## config.mk

```make
export PLATFORM = sky130hd
export DESIGN_NAME = pllrc_top
export DESIGN_NICKNAME = d
export VERILOG_FILES = /design/src/pllrc_pkg.sv /design/src/pllrc_top.sv
export SDC_FILE = /design/constraint.sdc
export NUM_CORES = 1
export LEC_CHECK = 0
export BUFFER_PORTS_ARGS = -buffer_cell sky130_fd_sc_hd__buf_2
export CAP_MARGIN = 20
export CORE_ASPECT_RATIO = 0.8
export CORE_MARGIN = 2
export CORE_UTILIZATION = 45
export CTS_CLUSTER_SIZE = 12
export DETAILED_ROUTE_END_ITERATION = 6
export PLACE_DENSITY = 0.7
export REMOVE_ABC_BUFFERS = 1
export SYNTH_ARGS = -nofsm -noshare
export SYNTH_HDL_FRONTEND = slang
export SYNTH_SLANG_ARGS = --single-unit
export TNS_END_PERCENT = 100
```

## constraint.sdc

```tcl
create_clock -name clk_sys_in -period 3.5 [get_ports clk_sys_in]
set_input_delay 0.7 -clock clk_sys_in [delete_from_list [all_inputs] [get_ports clk_sys_in]]
set_output_delay 0.7 -clock clk_sys_in [all_outputs]
set_load 0.01 [all_outputs]
```

## src/pllrc_pkg.sv

```systemverilog
// constants and types for the pll clock ratio control block
package pllrc_pkg;
  localparam int unsigned RATIO_W        = 4;
  localparam int unsigned REG_W          = 16;
  localparam logic [3:0]  RATIO_RESET    = 4'h0;
  localparam logic [3:0]  RATIO_BYPASS   = 4'h0;
  localparam logic [3:0]  RATIO_MAX      = 4'hA;
  localparam int unsigned LOCK_CYCLES    = 131072;
  localparam int unsigned LOCK_W         = 18;
  localparam int unsigned LOSS_CYCLES    = 8;
  localparam int unsigned LOSS_W         = 4;

  typedef enum logic [1:0]
  {
    PLLRC_DISABLED = 2'h0,
    PLLRC_BYPASS   = 2'h1,
    PLLRC_LOCKING  = 2'h2,
    PLLRC_ENABLED  = 2'h3
  } pllrc_mode_e;

  typedef struct packed
  {
    logic        wr_en;
    logic        unlock;
    logic [15:0] wr_data;
  } pllrc_wr_s;

  typedef struct packed
  {
    pllrc_mode_e mode;
    logic [3:0]  ratio;
    logic        limp;
    logic        reserved_code;
    logic        stable;
  } pllrc_stat_s;
endpackage

```

## src/pllrc_top.sv

```systemverilog
// pll clock ratio control: ratio register, mode tracking, lock timing, loss detection
`timescale 1ns/1ps
`default_nettype none
module pllrc_top
  import pllrc_pkg::*;
#(
  parameter int unsigned LOCK_COUNT = pllrc_pkg::LOCK_CYCLES
)
(
  input  wire logic              clk_sys_in,
  input  wire logic              rst_in,
  input  wire logic              pll_disable_strap_n_in,
  input  wire logic              input_clock_tick_in,
  input  wire pllrc_pkg::pllrc_wr_s wr_in,
  output logic [15:0]            pll_ratio_control_out,
  output pllrc_pkg::pllrc_stat_s stat_out,
  output logic                   core_clock_div2_out,
  output logic [3:0]             pll_multiplier_out,
  output logic                   watchdog_hold_out
);
  import pllrc_pkg::*;

  // the pll itself is analog and lives outside; this block only decides
  // what it is told to do and what software sees of it.
  // modes:
  //   disabled - strap low at reset, core clock taken undivided
  //   bypass   - default after reset, input clock halved
  //   locking  - new ratio written, waiting out the settle time
  //   enabled  - ratio applied, pll output halved
  // the input clock is seen as a tick per cycle in the system domain, so
  // the settle count is in input clock cycles, not system cycles.
  // loss of input is judged by a short tick-free window; an input clock
  // slower than that window would be mistaken for a lost one.
  // the limp clock itself comes from the analog pll, it is only flagged here.
  // the ratio register holds reserved codes as written; flagging them is
  // cheaper than silently altering what software reads back.

  // every register of the block lives in this one record
  typedef struct packed
  {
    // control state
    logic                strap_seen;
    logic                pll_off;
    logic [3:0]          ratio;
    pllrc_mode_e         mode;
    logic [LOCK_W-1:0]   lock_cnt;
    logic [LOSS_W-1:0]   loss_cnt;
    logic                limp;
    // registered port copies
    logic [REG_W-1:0]    reg_q;
    pllrc_stat_s         stat_q;
    logic                div2_q;
    logic [RATIO_W-1:0]  mult_q;
    logic                hold_q;
  } pllrc_state_s;

  pllrc_state_s st;
  pllrc_state_s next_st;

  // codes above ten are stored as written but flagged for software
  function automatic logic is_reserved(input logic [3:0] code);
    is_reserved = code > RATIO_MAX;
  endfunction

  // pll in use: locking toward or locked at a ratio
  function automatic logic is_running(input pllrc_mode_e m);
    is_running = (m == PLLRC_LOCKING) || (m == PLLRC_ENABLED);
  endfunction

  // core clock settled: bypass needs no lock, enabled has locked
  function automatic logic is_settled(input pllrc_mode_e m);
    is_settled = (m == PLLRC_ENABLED) || (m == PLLRC_BYPASS);
  endfunction

  // zero parks the pll in bypass; every other code restarts a lock
  function automatic pllrc_mode_e mode_after_write(input logic [3:0] code);
    mode_after_write = (code == RATIO_BYPASS) ? PLLRC_BYPASS : PLLRC_LOCKING;
  endfunction

  // a write is only honoured once the strap is known and the pll exists
  function automatic logic write_taken(input pllrc_wr_s wr, input logic seen, input logic off);
    write_taken = wr.wr_en && wr.unlock && seen && !off;
  endfunction

  localparam logic [LOCK_W-1:0] LOCK_LAST = LOCK_W'(LOCK_COUNT - 1);
  localparam logic [LOSS_W-1:0] LOSS_LAST = LOSS_W'(LOSS_CYCLES);
  localparam int unsigned       PAD_W     = REG_W - RATIO_W;

  always_comb
  begin
    next_st = st;

    // strap is caught on the first clock after hard reset release
    if (!st.strap_seen)
    begin
      next_st.strap_seen = 1'b1;
      next_st.pll_off    = !pll_disable_strap_n_in;
    end

    // loss detector: no input tick for a while means the oscillator is gone;
    // the count saturates so a long outage cannot wrap back to healthy
    if (input_clock_tick_in)
    begin
      next_st.loss_cnt = '0;
    end
    else if (st.loss_cnt != LOSS_LAST)
    begin
      next_st.loss_cnt = st.loss_cnt + LOSS_W'(1);
    end
    // limp needs a running pll: in bypass there is nothing to fall back on
    next_st.limp = is_running(st.mode) && (st.loss_cnt == LOSS_LAST);

    // ratio register and mode sequencing
    if (write_taken(wr_in, st.strap_seen, st.pll_off))
    begin
      next_st.ratio    = wr_in.wr_data[RATIO_W-1:0];
      next_st.lock_cnt = '0;
      next_st.mode     = mode_after_write(wr_in.wr_data[RATIO_W-1:0]);
    end
    else
    begin
      case (st.mode)
        PLLRC_DISABLED:
        begin
          if (st.strap_seen && !st.pll_off)
          begin
            next_st.mode = PLLRC_BYPASS;
          end
        end
        PLLRC_LOCKING:
        begin
          // only real input clock cycles count toward lock, so a dead
          // oscillator never reports a settled pll
          if (input_clock_tick_in)
          begin
            if (st.lock_cnt == LOCK_LAST)
            begin
              next_st.mode = PLLRC_ENABLED;
            end
            else
            begin
              next_st.lock_cnt = st.lock_cnt + LOCK_W'(1);
            end
          end
        end
        PLLRC_BYPASS:
        begin
          // nothing to settle while bypassed
          next_st.lock_cnt = '0;
        end
        PLLRC_ENABLED:
        begin
          // a locked pll stays put until the next write or reset
          next_st.lock_cnt = st.lock_cnt;
        end
        default:
        begin
          next_st.mode = PLLRC_DISABLED;
        end
      endcase
    end

    // a strapped-off pll overrides everything, writes included
    if (st.strap_seen && st.pll_off)
    begin
      next_st.mode = PLLRC_DISABLED;
    end

    // port copies come from the next state so that every output is a flop
    next_st.reg_q                = {{PAD_W{1'b0}}, next_st.ratio}; // reserved bits read zero
    next_st.stat_q.mode          = next_st.mode;
    next_st.stat_q.ratio         = next_st.ratio;
    next_st.stat_q.limp          = next_st.limp;
    next_st.stat_q.reserved_code = is_reserved(next_st.ratio);
    next_st.stat_q.stable        = is_settled(next_st.mode);
    next_st.div2_q               = next_st.mode != PLLRC_DISABLED;
    next_st.mult_q               = is_running(next_st.mode) ? next_st.ratio : 4'h0;
    next_st.hold_q               = next_st.limp;
  end

  // only the hard reset pin reaches this block; debug resets never do,
  // so a programmed ratio survives a debugger halt
  always_ff @(posedge clk_sys_in)
  begin
    if (rst_in)
    begin
      st.strap_seen            <= 1'b0;
      st.pll_off               <= 1'b0;
      st.ratio                 <= RATIO_RESET;
      st.mode                  <= PLLRC_DISABLED;
      st.lock_cnt              <= '0;
      st.loss_cnt              <= '0;
      st.limp                  <= 1'b0;
      st.reg_q                 <= 16'h0000;
      st.stat_q.mode           <= PLLRC_DISABLED;
      st.stat_q.ratio          <= RATIO_RESET;
      st.stat_q.limp           <= 1'b0;
      st.stat_q.reserved_code  <= 1'b0;
      st.stat_q.stable         <= 1'b0;
      st.div2_q                <= 1'b0;
      st.mult_q                <= 4'h0;
      st.hold_q                <= 1'b0;
    end
    else
    begin
      st <= next_st;
    end
  end

  // outputs are plain wires from the state flops
  assign pll_ratio_control_out = st.reg_q;
  assign stat_out              = st.stat_q;
  assign core_clock_div2_out   = st.div2_q;
  assign pll_multiplier_out    = st.mult_q;
  assign watchdog_hold_out     = st.hold_q;
endmodule
`default_nettype wire

```

==> results list <==
- The run finished with clean final reports.
* Data arrival time of the critical path: 2.19 ns
- The final layout contains approximately 260 nets.
* Seq/Total Area, Yosys: 39.2%
- The startpoint identified for the worst hold timing path is st[53].
* Antenna violations before repair: 0
- In this run, synthesis produced a sequential element count of 37.
* Worst-Skew Late Latency: 0.30 ns
* Worst-margin pin slew: 0.583 ns
* Register-to-Register Setup Slack: between 1.5 and 2 ns
- Combined area of all synthesized cells: 1890 µm²
- Final weighted congestion in routability-driven placement: about 0.81
- Most common library cells after synthesis: 37 x sky130_fd_sc_hd__dfxtp_1, 29 x sky130_fd_sc_hd__buf_4, 21 x sky130_fd_sc_hd__nor2_1
- Fmax: 0.514 GHz
- The startpoint identified for the worst register-to-register timing path is st[36].
* DPL Wire Length: 2550 µm
* First-pass DRT Iterations: 4
- Once detail routing completed, the nets flagged for antenna violations numbered 0.
* Clock root buffer: sky130_fd_sc_hd__clkbuf_8
- Maximum cell stage delay along the critical path: approximately 0.56 ns
- Global routing finished with a remaining overflow of 0.
- Y dimension of the die: between 60 and 70 µm
- The via count of the first global-routing pass was 1,286.
- Clock Path Buffers: 2
- After clock tree synthesis, the setup repair step added 0 buffers.
- Share of async-settable or async-resettable flops after synthesis: 0%
* Sinks on the clock net: 37
* Area Growth Syn to Fin: 7.35%
- Count of final max-slew check failures: 0
- Final hold violations: 0
* Cell seen most often among critical-path stages: sky130_fd_sc_hd__nand2_1
- Top-Level Pins: 53
- Synthesized area per cell: 8.71 µm²
- Wire length after detailed routing: 3590 µm
- In this run the power density over the cells is about 440 nW/µm².
- TritonCTS created 5 clock buffers.
- Max-cap violations in this run came to 0.
- H-tree levels: 2
* Most instantiated library cell after synthesis: sky130_fd_sc_hd__dfxtp_1
- In this run the horizontal extent of the chip is 76.5 µm.
- Counting the fill cells in the layout gives 406.
* First-pass GRT wire length: 5930 µm
* Area fraction of the dominant cell type after synthesis: 39.2%
* CP max FO: 12
- For this run, the total global-route usage over all layers was measured as 16.2%.
* Die area: 4740 µm²
- Routed length per placed instance: about 12 µm
- Cell count of the worst hold path: 2
- Number of flops mapped to enable cells by yosys: 0
* Ant diodes: 0
- For this run, the leading register cell type out of synthesis is sky130_fd_sc_hd__dfxtp_1.
* Logic depth of the worst register-to-register path: 6
- Setup repair after global routing left no endpoint under its margin.
* Maximum number of pins on one net before global-route repair: 14
* Number of core rows: 21
* Layout Skew: 0.0119 ns
* Ranking of synthesized cells by area: sky130_fd_sc_hd__dfxtp_1 39%, sky130_fd_sc_hd__buf_4 12%, sky130_fd_sc_hd__nor2_1 4.2%
- After floorplanning, the core was sized to cover 4100 µm².
* Clk slew on worst S/H paths: 0.08 ns
- After the first detailed-routing iteration, the DRC count stood at 80.
- In the routed layout, each cell is associated on average with a via count of 5.11.
- sky130_fd_sc_hd__dfxtp_1 takes more of the synthesized area than any other cell.
- Data required time of the critical path: 3.75 ns
- Startpoint kind of the worst setup timing path: input port
- Critical Path, Cell by Cell: buf_2 > nand4b_1 > buf_4 > and2_1 > nand2_1 > or4_1 > nand2_1
- The detailed router placed 1,476 vias in this run.
- Headroom to the max-slew limit came out at 60.8%.
- The path class of the tightest hold or removal check is flop to flop.
- Final setup violation count: 0
* Non-Filler Cell Area, Final: 2030 µm²
* Final Critical Period: 1.95 ns
- TritonCTS clock tree: yes
- Summing all placed instances gives a cell area of 1910 µm².
- Reg-to-reg critical path endpoint: st[52]
- Initial Util: between 40% and 50%
- Yosys printed 0 warnings.
- Port buffer count: 28
- The path with the worst hold slack has its endpoint at st[53].
- Yosys mapped the design onto 47 distinct sky130hd cell types.
- For this run, design rule violations remaining after detail routing come to 0.
* Count of instances resized after the clock tree is built: 0
* Final-layout setup total negative slack: 0 ns
* Capturing element type of the critical path: flop
- Final period utilization: a little under three fifths
* Reported leakage power: 0.835 nW
- Fraction of layout instances using a drive strength above 1: between 20% and 30%
* Cells after Synth: 217
* Worst Hold Slack: 0.497 ns
- Peak supply drop: around 250 µV
- The number of hold buffers added after CTS was 0.
* Critical Setup Path Class: input port to flop
- The slowest stage of the critical path belongs to the cell sky130_fd_sc_hd__or4_1.
-- state kept, by name (all words and copies together), names as in the netlist --
name / count
watchdog_hold_out: 1
core_clock_div2_out: 1
pll_multiplier_out: 4
stat_out: 7
st: 24
-- layout make-up --
cell class	instances	area, µm²	share of cell area (%)
repair buffers	29	148	7.27
multi-input cells	150	920	45.3
clock inverters	2	37.5	1.85
inverters	8	30.0	1.48
well taps	57	71.3	3.51
flip-flops and latches	37	741	36.5
clock buffers	6	82.6	4.07
-- stage by stage --
| step | utilization (%) | setup WS, ns | instances | power [W] |
|---|---|---|---|---|
| 4_1_cts | 49.5 | 1.56 | 289 | 0.000893 |
| 3_5_place_dp | 46.6 | 1.24 | 281 | 0.000507 |
| 3_3_place_gp | 46.6 | 1.22 | 281 | 0.000506 |
| 5_1_grt | 49.5 | 1.40 | 289 | 0.000921 |
| 6_report | 49.5 | 1.55 | 289 | 0.000885 |
| 2_1_floorplan | - | 1.43 | 195 | 0.000481 |
-- worst max path at each step --
stage | end | start | cells past startpoint | slack (ns)
after floorplan | st[40] | wr_in[16] | 5 | 1.43
after global routing | st[43] | st[36] | 6 | 1.40
final | st[40] | wr_in[17] | 7 | 1.55
after global placement | st[40] | wr_in[16] | 7 | 1.22
after detailed placement | st[40] | wr_in[16] | 7 | 1.24
after CTS | st[40] | wr_in[17] | 7 | 1.56
-- where the power goes --
part / switching, W / internal, W / total (W)
clock network: 0.000157 / 0.000232 / 0.000389
registers: 0.00000659 / 0.000428 / 0.000435
logic: 0.0000412 / 0.0000206 / 0.0000618
-- worst max-delay path: cells and delay by family --
kind,cells,cell delay [ns]
buffers and inverters,2,0.30
AND/OR/NAND/NOR,5,1.20
-- routing by layer --
metal | share of wire, % | routed length (µm) | vias to the layer above | global-route usage (%)
met5 | 0 | 0 | - | 0
met4 | 2.1 | 76 | 0 | 8.57
met3 | 4.2 | 149 | 8 | 3.61
met2 | 43 | 1550 | 31 | 25.7
met1 | 50 | 1810 | 681 | 21.4
li1 | - | - | 756 | -
-- placed cells by master (no fill, tap or decap), types with 2 or more instances in the layout --
cell type,n
sky130_fd_sc_hd__a31oi_1,3
sky130_fd_sc_hd__ha_1,3
sky130_fd_sc_hd__nand2_1,12
sky130_fd_sc_hd__nand4_1,7
sky130_fd_sc_hd__nor4_1,2
sky130_fd_sc_hd__conb_1,12
sky130_fd_sc_hd__xnor2_1,3
sky130_fd_sc_hd__mux2i_1,6
sky130_fd_sc_hd__o211ai_1,2
sky130_fd_sc_hd__a21oi_1,10
sky130_fd_sc_hd__o21ai_0,5
sky130_fd_sc_hd__nor2_1,21
sky130_fd_sc_hd__and3_1,3
sky130_fd_sc_hd__and4_1,2
sky130_fd_sc_hd__nand3_1,12
sky130_fd_sc_hd__or3_1,6
sky130_fd_sc_hd__inv_1,8
sky130_fd_sc_hd__xor2_1,4
sky130_fd_sc_hd__or4_1,4
sky130_fd_sc_hd__nand2b_1,3
sky130_fd_sc_hd__dfxtp_1,37
sky130_fd_sc_hd__clkbuf_8,6
sky130_fd_sc_hd__o31ai_1,2
sky130_fd_sc_hd__buf_2,28
sky130_fd_sc_hd__nor3_1,8
-- kinds of logic (layout without fill, tap and decap cells) --
logic type                 Yosys count  in the layout  share of synthesized area [%]
buffers and inverters               41             45                           14.4
muxes                                6              6                           3.18
other                                1             12                          0.198
adders and majority gates            3              3                           1.99
AOI/OAI and AO/OA                   31             31                           11.2
xor gates and xnor gates             7              7                           3.24
and+or+nand+nor                     91             91                           26.7
DFF                                 37             37                           39.2
Power figures use the tool's default switching activity.
